<file path="src/common/pcss_consts.svh">
/*
  Constants for the card socket signal control block: register offsets, field positions,
  reset values, input indices and strobe timing.
  Assumes it is included by bare name and that no other file defines the same macros.
*/
// Overview of operation
// - Memory write asserts the card write strobe low, outside DMA.
// - DMA read with I/O write strobe: write strobe follows terminal count high.
// - DMA write with I/O read strobe keeps the write strobe high.
// - Every socket I/O read asserts the I/O read strobe low.
// - Every socket I/O write asserts the I/O write strobe low.
// - Memory mode (type bit 5 zero): shared input is the write-protect switch.
// - I/O mode: low shared input means the address supports 16-bit transfers.
// - DMA mode: write-protect or input-acknowledge input is selectable as DMA request.
// - Memory mode: ready/busy input shows as status bit 5.
// - I/O mode: ready input is an active-low card interrupt request.
// - Wait held low stretches the access; it completes after wait returns high.
// - Card enables go low only during card access cycles.
// - First enable serves even bytes, second enable odd bytes.
// - 8-bit cards: only first enable active, address bit 0 set for odd bytes.
// - Card reset output high holds reset, low for normal operation.
// - Card reset is undriven unless card seated and interface enabled.
// - Register select picks attribute memory; active low for non-DMA I/O.
// - Memory read asserts the output-enable strobe low, outside DMA.
`ifndef PCSS_CONSTS_SVH
`define PCSS_CONSTS_SVH

`define PCSS_AW 12
`define PCSS_OFS_CTRL 12'h000
`define PCSS_OFS_CMD 12'h004
`define PCSS_OFS_STAT 12'h008

`define PCSS_CTRL_W 6
`define PCSS_CTRL_RST 6'h02
`define PCSS_C_SIGEN 0
`define PCSS_C_CRST 1
`define PCSS_C_BUS8 2
`define PCSS_C_DMA 3
`define PCSS_C_DRQSEL 4
`define PCSS_C_IOMODE 5

`define PCSS_K_LO 0
`define PCSS_K_HI 2
`define PCSS_M_ODD 3
`define PCSS_M_WORD 4
`define PCSS_M_ATTR 5
`define PCSS_M_TC 6

`define PCSS_S_BUSY 0
`define PCSS_S_SEAT 1
`define PCSS_S_CD1 2
`define PCSS_S_CD2 3
`define PCSS_S_WP 4
`define PCSS_S_RDY 5
`define PCSS_S_IREQ 6
`define PCSS_S_IO16 7
`define PCSS_S_ACK 8
`define PCSS_S_DREQ 9
`define PCSS_STAT_W 10

`define PCSS_NIN 6
`define PCSS_I_CD1 0
`define PCSS_I_CD2 1
`define PCSS_I_WP 2
`define PCSS_I_ACK 3
`define PCSS_I_RDY 4
`define PCSS_I_WAIT 5
`define PCSS_IN_RST 6'h3F

`define PCSS_CLK_NS 50
`define PCSS_STROBE_NS 300
`define PCSS_STROBE_CYC ((`PCSS_STROBE_NS + `PCSS_CLK_NS - 1) / `PCSS_CLK_NS)
`define PCSS_CNT_W 4

`endif

</file>
<file path="src/common/pcss_pkg.sv">
/*
  Types of the card socket signal control block: cycle state and cycle kind.
  Assumes nothing beyond a SystemVerilog compiler.
*/
package pcss_pkg;

  // Gray codes along idle, setup, strobe, hold and back.
  typedef enum logic [1:0] {
    PCSS_IDLE = 2'h0,
    PCSS_SETUP = 2'h1,
    PCSS_ACTIVE = 2'h3,
    PCSS_HOLD = 2'h2
  } pcss_state_t;

  // DMA read moves memory data to the card with the I/O write strobe, DMA write the reverse.
  typedef enum logic [2:0] {
    PCSS_MEM_RD = 3'h0,
    PCSS_MEM_WR = 3'h1,
    PCSS_IO_RD = 3'h2,
    PCSS_IO_WR = 3'h3,
    PCSS_DMA_RD = 3'h4,
    PCSS_DMA_WR = 3'h5
  } pcss_kind_t;

endpackage : pcss_pkg

</file>
<file path="src/common/pcss_sync_if.sv">
/*
  Carrier between the socket control top and its input synchroniser.
  Assumes both ends run on the same clock.
*/
`timescale 1ns/100ps
`default_nettype none
`include "pcss_consts.svh"

interface pcss_sync_if;
  logic [`PCSS_NIN-1:0] raw;
  logic [`PCSS_NIN-1:0] clean;

  modport owner (output raw, input clean);
  modport sync (input raw, output clean);
endinterface : pcss_sync_if

`default_nettype wire

</file>
<file path="src/verilog/pcss_in_sync.sv">
/*
  Synchroniser for the socket inputs: a three flip-flop chain per bit, and a new level counts
  once the second and third agree.
  Assumes the raw inputs are asynchronous to pclk and idle high, as pulled-up pins do.
*/
`timescale 1ns/100ps
`default_nettype none
`include "pcss_consts.svh"

module pcss_in_sync (
  input wire logic pclk,
  input wire logic presetn,
  pcss_sync_if.sync sb
);

  genvar gi;

  // One chain per input; the first stage feeds only the second.
  generate
    for (gi = 0; gi < `PCSS_NIN; gi = gi + 1) begin : g_bit
      logic s1_q;
      logic s2_q;
      logic s3_q;
      logic clean_q;

      always_ff @(posedge pclk or negedge presetn) begin
        if (!presetn) begin
          s1_q <= 1'b1;
          s2_q <= 1'b1;
          s3_q <= 1'b1;
        end else begin
          s1_q <= sb.raw[gi];
          s2_q <= s1_q;
          s3_q <= s2_q;
        end
      end

      // Holding on disagreement filters one-cycle glitches out of the card pins.
      always_ff @(posedge pclk or negedge presetn) begin
        if (!presetn) begin
          clean_q <= 1'b1;
        end else if (s2_q == s3_q) begin
          clean_q <= s3_q;
        end
      end

      assign sb.clean[gi] = clean_q;
    end
  endgenerate

endmodule : pcss_in_sync

`default_nettype wire

</file>
<file path="src/verilog/pcss_socket_ctrl.sv">
/*
  Socket signal control: APB register slave, card strobe sequencer, byte-lane enables,
  card reset drive and sensing of the card status inputs.
  Assumes an APB master on pclk and socket inputs that are asynchronous and pulled high.
*/
// Design decisions made here: the APB interface to the registers and the register addresses.
`timescale 1ns/100ps
`default_nettype none
`include "pcss_consts.svh"

module pcss_socket_ctrl (
  input wire logic pclk,
  input wire logic presetn,
  input wire logic psel,
  input wire logic penable,
  input wire logic pwrite,
  input wire logic [`PCSS_AW-1:0] paddr,
  input wire logic [31:0] pwdata,
  output logic [31:0] prdata,
  output logic pready,
  output logic pslverr,
  input wire logic [1:0] card_det_n,
  input wire logic wp_io16_n,
  input wire logic in_ack_n,
  input wire logic rdy_irq_n,
  input wire logic wait_n,
  output logic card_we_n,
  output logic card_oe_n,
  output logic card_iord_n,
  output logic card_iowr_n,
  output logic card_reg_n,
  output logic [1:0] card_ce_n,
  output logic card_a0,
  output logic strobe_oe,
  output logic card_reset,
  output logic card_reset_oe,
  output logic card_irq,
  output logic card_dreq
);

  localparam logic [`PCSS_CNT_W-1:0] STROBE_CYC = `PCSS_CNT_W'(`PCSS_STROBE_CYC);

  pcss_sync_if sb ();
  logic [`PCSS_CTRL_W-1:0] ctrl_q;
  pcss_pkg::pcss_state_t st_q;
  pcss_pkg::pcss_kind_t kind_q;
  logic odd_q;
  logic word_q;
  logic attr_q;
  logic tc_q;
  logic [`PCSS_CNT_W-1:0] cnt_q;
  logic io16_q;
  logic ack_q;
  logic [31:0] prdata_q;
  logic pready_q;
  logic pslverr_q;
  logic wr_acc;
  logic setup_ph;
  logic hit;
  logic seated;
  logic sig_en;
  logic io_mode;
  logic bus8;
  logic dreq_sel;
  logic cmd_go;
  logic [`PCSS_STAT_W-1:0] stat;

  assign sb.raw = {wait_n, rdy_irq_n, in_ack_n, wp_io16_n, card_det_n};

  pcss_in_sync u_sync (
    .pclk(pclk),
    .presetn(presetn),
    .sb(sb)
  );

  // Both detect pins low means seated; one low is a card still sliding in.
  assign seated = !sb.clean[`PCSS_I_CD1] && !sb.clean[`PCSS_I_CD2];
  assign sig_en = ctrl_q[`PCSS_C_SIGEN];
  assign io_mode = ctrl_q[`PCSS_C_IOMODE];
  assign bus8 = ctrl_q[`PCSS_C_BUS8];
  assign dreq_sel = ctrl_q[`PCSS_C_DRQSEL];

  // Bus phase decode.
  assign setup_ph = psel && !penable;
  assign wr_acc = psel && penable && pwrite && pready_q;
  assign hit = (paddr == `PCSS_OFS_CTRL) || (paddr == `PCSS_OFS_CMD) ||
               (paddr == `PCSS_OFS_STAT);
  assign cmd_go = wr_acc && (paddr == `PCSS_OFS_CMD) && (st_q == pcss_pkg::PCSS_IDLE) &&
                  seated && sig_en;

  // Status view: the shared inputs read by meaning of the selected card mode.
  always_comb begin
    stat = '0;
    stat[`PCSS_S_BUSY] = (st_q != pcss_pkg::PCSS_IDLE);
    stat[`PCSS_S_SEAT] = seated;
    stat[`PCSS_S_CD1] = sb.clean[`PCSS_I_CD1];
    stat[`PCSS_S_CD2] = sb.clean[`PCSS_I_CD2];
    stat[`PCSS_S_WP] = !io_mode && sb.clean[`PCSS_I_WP];
    stat[`PCSS_S_RDY] = !io_mode && sb.clean[`PCSS_I_RDY];
    stat[`PCSS_S_IREQ] = io_mode && !sb.clean[`PCSS_I_RDY];
    stat[`PCSS_S_IO16] = io16_q;
    stat[`PCSS_S_ACK] = ack_q;
    stat[`PCSS_S_DREQ] = card_dreq;
  end

  // Zero-wait slave: the answer is set up during the setup phase so it comes from flops.
  always_ff @(posedge pclk or negedge presetn) begin
    if (!presetn) begin
      pready_q <= 1'b0;
      pslverr_q <= 1'b0;
      prdata_q <= '0;
    end else begin
      pready_q <= setup_ph;
      pslverr_q <= setup_ph && !hit;
      if (setup_ph && !pwrite) begin
        if (paddr == `PCSS_OFS_CTRL) begin
          prdata_q <= {{(32 - `PCSS_CTRL_W){1'b0}}, ctrl_q};
        end else if (paddr == `PCSS_OFS_STAT) begin
          prdata_q <= {{(32 - `PCSS_STAT_W){1'b0}}, stat};
        end else begin
          prdata_q <= '0;
        end
      end
    end
  end

  assign pready = pready_q;
  assign pslverr = pslverr_q;
  assign prdata = prdata_q;

  // Control register; the reset bit starts set so a new card stays in reset.
  always_ff @(posedge pclk or negedge presetn) begin
    if (!presetn) begin
      ctrl_q <= `PCSS_CTRL_RST;
    end else if (wr_acc && (paddr == `PCSS_OFS_CTRL)) begin
      ctrl_q <= pwdata[`PCSS_CTRL_W-1:0];
    end
  end

  // A command is latched only when idle; commands while busy or unseated are dropped.
  always_ff @(posedge pclk or negedge presetn) begin
    if (!presetn) begin
      kind_q <= pcss_pkg::PCSS_MEM_RD;
      odd_q <= 1'b0;
      word_q <= 1'b0;
      attr_q <= 1'b0;
      tc_q <= 1'b0;
    end else if (cmd_go) begin
      kind_q <= pcss_pkg::pcss_kind_t'(pwdata[`PCSS_K_HI:`PCSS_K_LO]);
      odd_q <= pwdata[`PCSS_M_ODD];
      word_q <= pwdata[`PCSS_M_WORD];
      attr_q <= pwdata[`PCSS_M_ATTR];
      tc_q <= pwdata[`PCSS_M_TC];
    end
  end

  // Sequencer: one setup cycle, a minimum strobe width, stretch on wait, one hold cycle.
  always_ff @(posedge pclk or negedge presetn) begin
    if (!presetn) begin
      st_q <= pcss_pkg::PCSS_IDLE;
      cnt_q <= '0;
    end else begin
      unique case (st_q)
        pcss_pkg::PCSS_IDLE: begin
          if (cmd_go) begin
            st_q <= pcss_pkg::PCSS_SETUP;
          end
        end
        pcss_pkg::PCSS_SETUP: begin
          st_q <= pcss_pkg::PCSS_ACTIVE;
          cnt_q <= STROBE_CYC - `PCSS_CNT_W'(1);
        end
        pcss_pkg::PCSS_ACTIVE: begin
          if (cnt_q != '0) begin
            cnt_q <= cnt_q - `PCSS_CNT_W'(1);
          end else if (sb.clean[`PCSS_I_WAIT] || !seated) begin
            st_q <= pcss_pkg::PCSS_HOLD;
          end
        end
        pcss_pkg::PCSS_HOLD: begin
          st_q <= pcss_pkg::PCSS_IDLE;
        end
      endcase
    end
  end

  // I/O sizing and acknowledge are caught at the end of the strobe for software.
  always_ff @(posedge pclk or negedge presetn) begin
    if (!presetn) begin
      io16_q <= 1'b0;
      ack_q <= 1'b0;
    end else if (st_q == pcss_pkg::PCSS_HOLD) begin
      io16_q <= io_mode && !sb.clean[`PCSS_I_WP];
      ack_q <= (kind_q == pcss_pkg::PCSS_IO_RD) && !sb.clean[`PCSS_I_ACK];
    end
  end

  // Strobes: registered from the state, so they trail it by one clock.
  always_ff @(posedge pclk or negedge presetn) begin
    if (!presetn) begin
      card_we_n <= 1'b1;
      card_oe_n <= 1'b1;
      card_iord_n <= 1'b1;
      card_iowr_n <= 1'b1;
    end else begin
      card_we_n <= 1'b1;
      card_oe_n <= 1'b1;
      card_iord_n <= 1'b1;
      card_iowr_n <= 1'b1;
      if (st_q == pcss_pkg::PCSS_ACTIVE) begin
        unique case (kind_q)
          pcss_pkg::PCSS_MEM_RD: card_oe_n <= 1'b0;
          pcss_pkg::PCSS_MEM_WR: card_we_n <= 1'b0;
          pcss_pkg::PCSS_IO_RD: card_iord_n <= 1'b0;
          pcss_pkg::PCSS_IO_WR: card_iowr_n <= 1'b0;
          pcss_pkg::PCSS_DMA_RD: begin
            card_iowr_n <= 1'b0;
            card_we_n <= !tc_q;
          end
          pcss_pkg::PCSS_DMA_WR: begin
            card_iord_n <= 1'b0;
            card_oe_n <= !tc_q;
          end
          default: begin
          end
        endcase
      end
    end
  end

  // Byte lanes held from setup through hold; 8-bit cards use only the first enable.
  always_ff @(posedge pclk or negedge presetn) begin
    if (!presetn) begin
      card_ce_n <= 2'h3;
      card_a0 <= 1'b0;
      card_reg_n <= 1'b1;
    end else if (st_q == pcss_pkg::PCSS_IDLE) begin
      card_ce_n <= 2'h3;
      card_a0 <= 1'b0;
      card_reg_n <= 1'b1;
    end else begin
      if (bus8) begin
        card_ce_n <= 2'h2;
        card_a0 <= odd_q;
      end else if (word_q && !(io_mode && sb.clean[`PCSS_I_WP])) begin
        card_ce_n <= 2'h0;
        card_a0 <= 1'b0;
      end else begin
        card_ce_n <= odd_q ? 2'h1 : 2'h2;
        card_a0 <= odd_q;
      end
      if (kind_q == pcss_pkg::PCSS_DMA_RD || kind_q == pcss_pkg::PCSS_DMA_WR) begin
        card_reg_n <= 1'b1;
      end else if (io_mode) begin
        card_reg_n <= 1'b0;
      end else begin
        card_reg_n <= !attr_q;
      end
    end
  end

  // Reset and drive enables; reset floats unless seated and enabled to avoid glitches.
  always_ff @(posedge pclk or negedge presetn) begin
    if (!presetn) begin
      card_reset <= 1'b1;
      card_reset_oe <= 1'b0;
      strobe_oe <= 1'b0;
    end else begin
      card_reset <= ctrl_q[`PCSS_C_CRST];
      card_reset_oe <= seated && sig_en;
      strobe_oe <= seated && sig_en;
    end
  end

  // Card interrupt and DMA request decode.
  always_ff @(posedge pclk or negedge presetn) begin
    if (!presetn) begin
      card_irq <= 1'b0;
      card_dreq <= 1'b0;
    end else begin
      card_irq <= io_mode && seated && !sb.clean[`PCSS_I_RDY];
      card_dreq <= ctrl_q[`PCSS_C_DMA] && seated &&
                   !(dreq_sel ? sb.clean[`PCSS_I_ACK] : sb.clean[`PCSS_I_WP]);
    end
  end

  AST_WE_MEMWR: assert property (@(posedge pclk) disable iff (!presetn)
    (st_q == pcss_pkg::PCSS_ACTIVE && kind_q == pcss_pkg::PCSS_MEM_WR) |=> !card_we_n)
    else $error("Write strobe missing on memory write.");
  AST_WE_TC: assert property (@(posedge pclk) disable iff (!presetn)
    (st_q == pcss_pkg::PCSS_ACTIVE && kind_q == pcss_pkg::PCSS_DMA_RD && tc_q)
      |=> (!card_we_n && !card_iowr_n))
    else $error("Terminal count not passed on DMA read.");
  AST_WE_DMAWR: assert property (@(posedge pclk) disable iff (!presetn)
    (kind_q == pcss_pkg::PCSS_DMA_WR && !card_iord_n) |-> card_we_n)
    else $error("Write strobe low during DMA write.");
  AST_IORD: assert property (@(posedge pclk) disable iff (!presetn)
    (st_q == pcss_pkg::PCSS_ACTIVE && kind_q == pcss_pkg::PCSS_IO_RD) |=> !card_iord_n)
    else $error("I/O read strobe missing.");
  AST_IOWR: assert property (@(posedge pclk) disable iff (!presetn)
    (st_q == pcss_pkg::PCSS_ACTIVE && kind_q == pcss_pkg::PCSS_IO_WR) |=> !card_iowr_n)
    else $error("I/O write strobe missing.");
  AST_WAIT: assert property (@(posedge pclk) disable iff (!presetn)
    (st_q == pcss_pkg::PCSS_ACTIVE && cnt_q == '0 && !sb.clean[`PCSS_I_WAIT] && seated)
      |=> (st_q == pcss_pkg::PCSS_ACTIVE))
    else $error("Access ended while wait was low.");
  AST_CE_IDLE: assert property (@(posedge pclk) disable iff (!presetn)
    (st_q == pcss_pkg::PCSS_IDLE && $past(st_q) == pcss_pkg::PCSS_IDLE) |=> card_ce_n == 2'h3)
    else $error("Card enable active outside an access.");
  AST_BUS8: assert property (@(posedge pclk) disable iff (!presetn)
    (st_q == pcss_pkg::PCSS_ACTIVE && bus8) |=> (card_ce_n == 2'h2 && card_a0 == odd_q))
    else $error("Second enable used on an 8-bit card.");
  AST_RST_OE: assert property (@(posedge pclk) disable iff (!presetn)
    (!seated || !sig_en) |=> !card_reset_oe)
    else $error("Card reset driven without a seated, enabled card.");
  AST_OE_MEMRD: assert property (@(posedge pclk) disable iff (!presetn)
    (st_q == pcss_pkg::PCSS_ACTIVE && kind_q == pcss_pkg::PCSS_MEM_RD) |=> !card_oe_n)
    else $error("Output enable missing on memory read.");
  AST_MIN_STROBE: assert property (@(posedge pclk) disable iff (!presetn)
    (st_q == pcss_pkg::PCSS_SETUP) |=> (st_q == pcss_pkg::PCSS_ACTIVE) [*6])
    else $error("Strobe shorter than its minimum width.");

endmodule : pcss_socket_ctrl

`default_nettype wire

</file>
<file path="config.mk">
export PLATFORM = sky130hd
export DESIGN_NAME = pcss_socket_ctrl
export DESIGN_NICKNAME = d
export VERILOG_FILES = /design/src/common/pcss_pkg.sv /design/src/common/pcss_sync_if.sv /design/src/verilog/pcss_in_sync.sv /design/src/verilog/pcss_socket_ctrl.sv
export VERILOG_INCLUDE_DIRS = /design/src /design/src/common
export SDC_FILE = /design/constraint.sdc
export NUM_CORES = 1
export LEC_CHECK = 0
export BUFFER_PORTS_ARGS = -buffer_cell sky130_fd_sc_hd__buf_2
export CAP_MARGIN = 20
export CORE_ASPECT_RATIO = 0.5
export CORE_MARGIN = 4
export CORE_UTILIZATION = 53
export CTS_CLUSTER_SIZE = 14
export DETAILED_ROUTE_END_ITERATION = 10
export HOLD_SLACK_MARGIN = 0.03
export PLACE_DENSITY_LB_ADDON = 0.05
export SLEW_MARGIN = 5
export SYNTH_ARGS = -nofsm -noshare
export SYNTH_HDL_FRONTEND = slang
export SYNTH_HIERARCHICAL = 1
export SYNTH_SLANG_ARGS = --single-unit
</file>
<file path="constraint.sdc">
create_clock -name pclk -period 4.15 [get_ports pclk]
set_input_delay 0 -clock pclk [delete_from_list [all_inputs] [get_ports pclk]]
set_output_delay 0 -clock pclk [all_outputs]
set_load 0.02 [all_outputs]
</file>
---- Word-level counts from Yosys, hierarchy flattened ----
Cells that the tools add are included.
word-level totals
  register bits after elaboration ......... 91
  input bits .............................. 55
  output and inout port bits .............. 47
  word-level logic and storage cells ...... 148
cells by class
  add/subtract/negate cells ............... 1
  equality and inequality tests ........... 20
  multiplexer cells ....................... 27
  reduce and logical (&&, ||, !) cells .... 52
operator list
  operator                                              number
  logical AND 1 bit                                     24
  2-to-1 mux 10 bit                                     2
  logical NOT 1 bit                                     14
  2-to-1 mux 2 bit                                      7
  2-to-1 mux 1 bit                                      13
  equality test 12 x 3 -> 1 bit, second input constant  1
  equality test 12 x 4 -> 1 bit, second input constant  1
  logical NOT 12 bit                                    1
  != test 2 bit, second input constant                  4
  case mux 2 bit (4 select lines)                       1
  case mux 4 bit (2 select lines)                       1
  equality test 1 bit                                   6
  equality test 3 x 2 -> 1 bit, second input constant   2
  equality test 3 bit, second input constant            2
  equality test 2 bit, second input constant            2
  logical OR 1 bit                                      4
  2-to-1 mux 4 bit                                      1
  case mux 1 bit (2 select lines)                       2
  nonzero test 2 bit                                    2
  nonzero test 4 bit                                    1
  OR reduction 2 bit                                    2
  subtractor 4 x 1 -> 4 bit, second input constant      1
  equality test 3 x 1 -> 1 bit, second input constant   1
  logical NOT 3 bit                                     1
  other kinds (4)                                       4

---- Depth between registers and ports, before layout ----
  word-level depth ........................ 9
  mapped depth ............................ 6
  depth with buffers taken out ............ 6

---- Modules after synthesis ----
Netlist, hierarchy kept.
modules (own cells, without submodules)
  module            times used  cells an instance  area an instance (sq um)  seq. area each (sq um)
  pcss_socket_ctrl  1           193                2,107.0                   1,137.3
  pcss_in_sync      1           36                 743.2                     630.6

---- Worst setup path after synthesis ----
OpenSTA, ideal clock, no wires.
  kind .................................... input -> register
  start ................................... in paddr[1]
  end ..................................... reg prdata_q[0] (netlist: prdata[0])
  data arrival time ....................... 1,478 ps
  required time ........................... 4,074 ps
  path slack .............................. 2,595 ps
  stages .................................. 5
  buffers on the path ..................... 1
  path through ............................ or4_4 > or4_1 > or3_1 > buf_2 > o21ai_1
on the way
  cells in the longest elaborated chain, start to end .. 3
  elaborated cells on any way between the ends .. 4
ends and longest elaborated chain
  item                                     RTL line                 source
  from (decl)                              pcss_socket_ctrl.sv:17   input wire logic [`PCSS_AW-1:0] paddr,
  equality test 12 x 4 -> 1 bit (no line)  -
  2-to-1 mux 10 bit                        pcss_socket_ctrl.sv:118  end else if (paddr == `PCSS_OFS_STAT) begin
  2-to-1 mux 10 bit *                      pcss_socket_ctrl.sv:116  if (paddr == `PCSS_OFS_CTRL) begin
  to (signal assigned)                     pcss_socket_ctrl.sv:117  prdata_q <= {{(32 - `PCSS_CTRL_W){1'b0}}, ctrl_q};
  to (signal assigned)                     pcss_socket_ctrl.sv:119  prdata_q <= {{(32 - `PCSS_STAT_W){1'b0}}, stat};
  to (decl)                                pcss_socket_ctrl.sv:54   logic [31:0] prdata_q;
Every way passes the cells marked *; elsewhere a longest branch is shown, timed or not.
A chain may end at the register's enable or synchronous reset.

---- Final worst setup path ----
  start ................................... reg st_q[1]
  end ..................................... reg tc_q
on the way
  cells in the longest elaborated chain, start to end .. 4
ends and longest elaborated chain
  item                             RTL line                 source
  from (decl)                      pcss_socket_ctrl.sv:45   pcss_pkg::pcss_state_t st_q;
  from (signal assigned)           pcss_socket_ctrl.sv:160  st_q <= pcss_pkg::PCSS_IDLE;
  from (signal assigned)           pcss_socket_ctrl.sv:166  st_q <= pcss_pkg::PCSS_SETUP;
  from (signal assigned)           pcss_socket_ctrl.sv:170  st_q <= pcss_pkg::PCSS_ACTIVE;
  logical NOT 2 bit                pcss_socket_ctrl.sv:88   assign cmd_go = wr_acc && (paddr == `PCSS_OFS_CMD) && (st_q == pcss_pkg::PCSS_IDLE) &&
  logical AND 1 bit (3 in series)  pcss_socket_ctrl.sv:88
  to (signal assigned)             pcss_socket_ctrl.sv:153  tc_q <= pwdata[`PCSS_M_TC];
  to (decl)                        pcss_socket_ctrl.sv:50   logic tc_q;
Every way passes these cells.

==> run_results.csv <==
group,metric,value,unit
global_routing,antenna_found_initial,0,
timing,max-slew-margin-rel,0.4522,
place,io_buffers,54,
global_routing,grt_pass1_vias,1813,
place,dp_hpwl,3570,µm
finish,nets,354,
drt,ant_nets,0,
drt,first_iter_violations,49,
cts,cts_buffer_depth,2,
power,power.density,462.9,nW/µm²
critical_path,arrival,2070,ps
logic_synthesis,synthTopCellsByCount,"36 x dfrtp_1, 33 x dfstp_2, 29 x buf_4, 24 x nand2_1, 14 x mux2_2",
timing,fin_crit,1841,ps
critical_path,cpMaxStageDelayCell,"dfrtp_1",
critical_path,regToRegEndpoint,"tc_q",
cts,clk_pin_slew_worst_paths,80,ps
global_routing,grt_first_pass_wirelength,8618,µm
worst_hold_path,hold_end,"pslverr",
status,status,"completed",
place,gp_congestion,0.7536,
floorplanning,start_util,0.5625,
critical_path,start_kind,"flip-flop",
logic_synthesis,ys_top_cells_by_area,"dfrtp_1 32%, dfstp_2 30%, buf_4 7.6%",
power,ir_drop,0.3268,mV
timing,finalSetupTns,0,ps
logic_synthesis,yosysMostFrequentCell,"dfrtp_1",
timing,skew,6.841,ps
cts,cts_root_buf,"clkbuf_8",
logic_synthesis,syn_area,2850,µm²
critical_path,worstReg2RegStart,"st_q[1]",
logic_synthesis,ys_types,42,
finish,areaGrowthSynthToFinish,20.94,%
timing,finalCritPeriodShare,0.4437,
logic_synthesis,synth_ff_type,"dfrtp_1",
floorplanning,die_w,111.7,µm
cts,clk-insertion-delay-late,340,ps
cts,clkSinkCount,69,
floorplanning,row_count,18,
timing,grt_setup_unrepaired,"false",
critical_path,worstPathRequired,4380,ps
timing,drv_slew,0,
finish,diodes,0,
power,p_leak,1.633,nW
timing,hold_viol,0,
logic_synthesis,synth.top_cell.area_share,0.3161,
logic_synthesis,synth_edf_count,0,
critical_path,endpoint_kind,"flip-flop",
critical_path,path_cells,"nor2_1, and3_1, nand4_2, mux2_2",
place,pre_cts_slack,2225,ps
critical_path,worstSetupPathType,"reg2reg",
critical_path,critPathMaxFanout,12,
drt,wire_per_inst,14.07,µm
global_routing,grt_max_degree,70,
floorplanning,core-area,5067,µm²
logic_synthesis,synth-seq-cells,69,
drt,drcViolationCount,0,
cts,htreeDepth,3,
logic_synthesis,syn_inst,229,
logic_synthesis,yosys_warnings,6,
floorplanning,ioPinCount,102,
critical_path,reg2regPathDepth,4,
worst_hold_path,holdPathStages,3,
worst_hold_path,hold_path_class,"in2reg",
drt,via_per_inst,4.885,
logic_synthesis,yosys.area.top_type,"dfrtp_1",
logic_synthesis,async_flop_share,1.000,
global_routing,grtUsageTotal,0.1697,
timing,worstMarginPinSlew,821.6,ps
finish,final_layout_size_suffix_gt1_frac,0.4224,
floorplanning,dieHeight,59.86,µm
timing,layout_setup_ws,2309,ps
timing,setup_viol,0,
logic_synthesis,avgSynthCellArea,12.45,µm²
global_routing,overflow,0,
cts,post-cts-setup-buffers,0,
drt,vias,1822,
cts,cts_tree,"yes",
timing,max_freq,543.1,MHz
flow_run,maxCapViolCount,0,
critical_path,cp_slowest_stage_delay,540,ps
critical_path,rrSetupSlack,2310,ps
worst_hold_path,worstHoldStart,"paddr[10]",
cts,cts_buffers,9,
floorplanning,die_area,6686,µm²
cts,cts-resized-gates,0,
drt,drt_pass1_iterations,4,
logic_synthesis,ys_seq_area_frac,0.6203,
drt,totalWireLength,5249,µm
[state kept, by name (all words and copies together), names as in the netlist, 2 cells and up]
| register | flops |
|---|---|
| ctrl_q | 6 |
| u_sync/g_bit.s1_q | 6 |
| card_ce_n | 2 |
| prdata | 10 |
| u_sync/g_bit.clean_q | 6 |
| u_sync/g_bit.s3_q | 6 |
| u_sync/g_bit.s2_q | 6 |
| kind_q | 3 |
| st_q | 2 |
| cnt_q | 4 |
[per-stage QoR]
step | std cells | cell area [µm²] | utilization | power (mW) | hold slack, ps
finish | 373 | 3447 | 0.6802 | 1.596 | 48.18
global route | 373 | 3447 | 0.6802 | 1.680 | 75.06
CTS | 373 | 3447 | 0.6802 | 1.612 | 77.04
detailed placement | 339 | 3049 | 0.6017 | 1.021 | 106.2
global placement | 339 | 3049 | 0.6017 | 1.003 | 104.8
floorplan | 250 | 2929 | - | 0.9687 | -295.6
[cell families after synthesis]
kind of cell | Yosys count | synth area share
simple gates | 59 | 0.1111
buf+inv | 41 | 0.09262
mux | 21 | 0.07990
compound gates | 31 | 0.06673
flops | 69 | 0.6203
other cells | 1 | 0.001316
fa+ha+maj | 7 | 0.02809
[worst max-delay path by stage]
| stage | start | cells past startpoint | endpoint |
|---|---|---|---|
| final | st_q[1] | 4 | tc_q |
| after global routing | st_q[1] | 4 | kind_q[0] |
| after CTS | st_q[1] | 4 | tc_q |
| after detailed placement | paddr[7] | 5 | ctrl_q[2] |
| after global placement | paddr[7] | 5 | ctrl_q[4] |
| after floorplan | paddr[1] | 5 | prdata[0] |
[final cells by class]
cell class,instances,area [µm²]
sequential,69,1768
inverter,5,18.77
multi-input combinational,140,897.1
tap,70,87.58
timing repair buffer,73,457.9
clock buffer,11,162.7
fill,392,1620
clock inverter,5,55.05
[routing by layer]
layer	global-route usage	wire length (µm)
met3	0.06370	432
met4	0.06932	68
met2	0.2743	2374
met1	0.2110	2375
met5	0	0
[cell usage in the layout, fill, tap and decap left out, types with 2 or more instances in the layout]
| master | instances |
|---|---|
| a21oi_1 | 3 |
| dlygate4sd3_1 | 18 |
| conb_1 | 22 |
| nand2b_1 | 4 |
| nor2b_1 | 4 |
| o21ai_0 | 6 |
| nand3b_1 | 3 |
| buf_2 | 54 |
| inv_1 | 5 |
| maj3_2 | 6 |
| o21ai_1 | 10 |
| mux2i_1 | 7 |
| or4_1 | 2 |
| and3_1 | 2 |
| nand2_1 | 24 |
| clkbuf_8 | 10 |
| clkinv_2 | 2 |
| a22o_1 | 2 |
| nand3_1 | 4 |
| dfrtp_1 | 36 |
| nor3_1 | 3 |
| nor2_1 | 5 |
| dfstp_2 | 33 |
| mux2_2 | 14 |
| a21boi_0 | 2 |
[power by group]
group,total (mW),switching (mW),internal [mW]
Combinational,0.219,0.122,0.0968
Clock,0.576,0.246,0.329
Sequential,0.801,0.0617,0.739
[worst max-delay path: cells and delay by family, from the launching register on]
family | cells | cell delay [ps]
flops | 1 | 540
mux | 1 | 380
simple gates | 3 | 810
[repair_timing]
item                       CTS  global route
setup endpoints to repair    0             0
hold endpoints to repair    59             0
hold buffers                18             0
No activity file was read; power rests on OpenSTA's default activity.
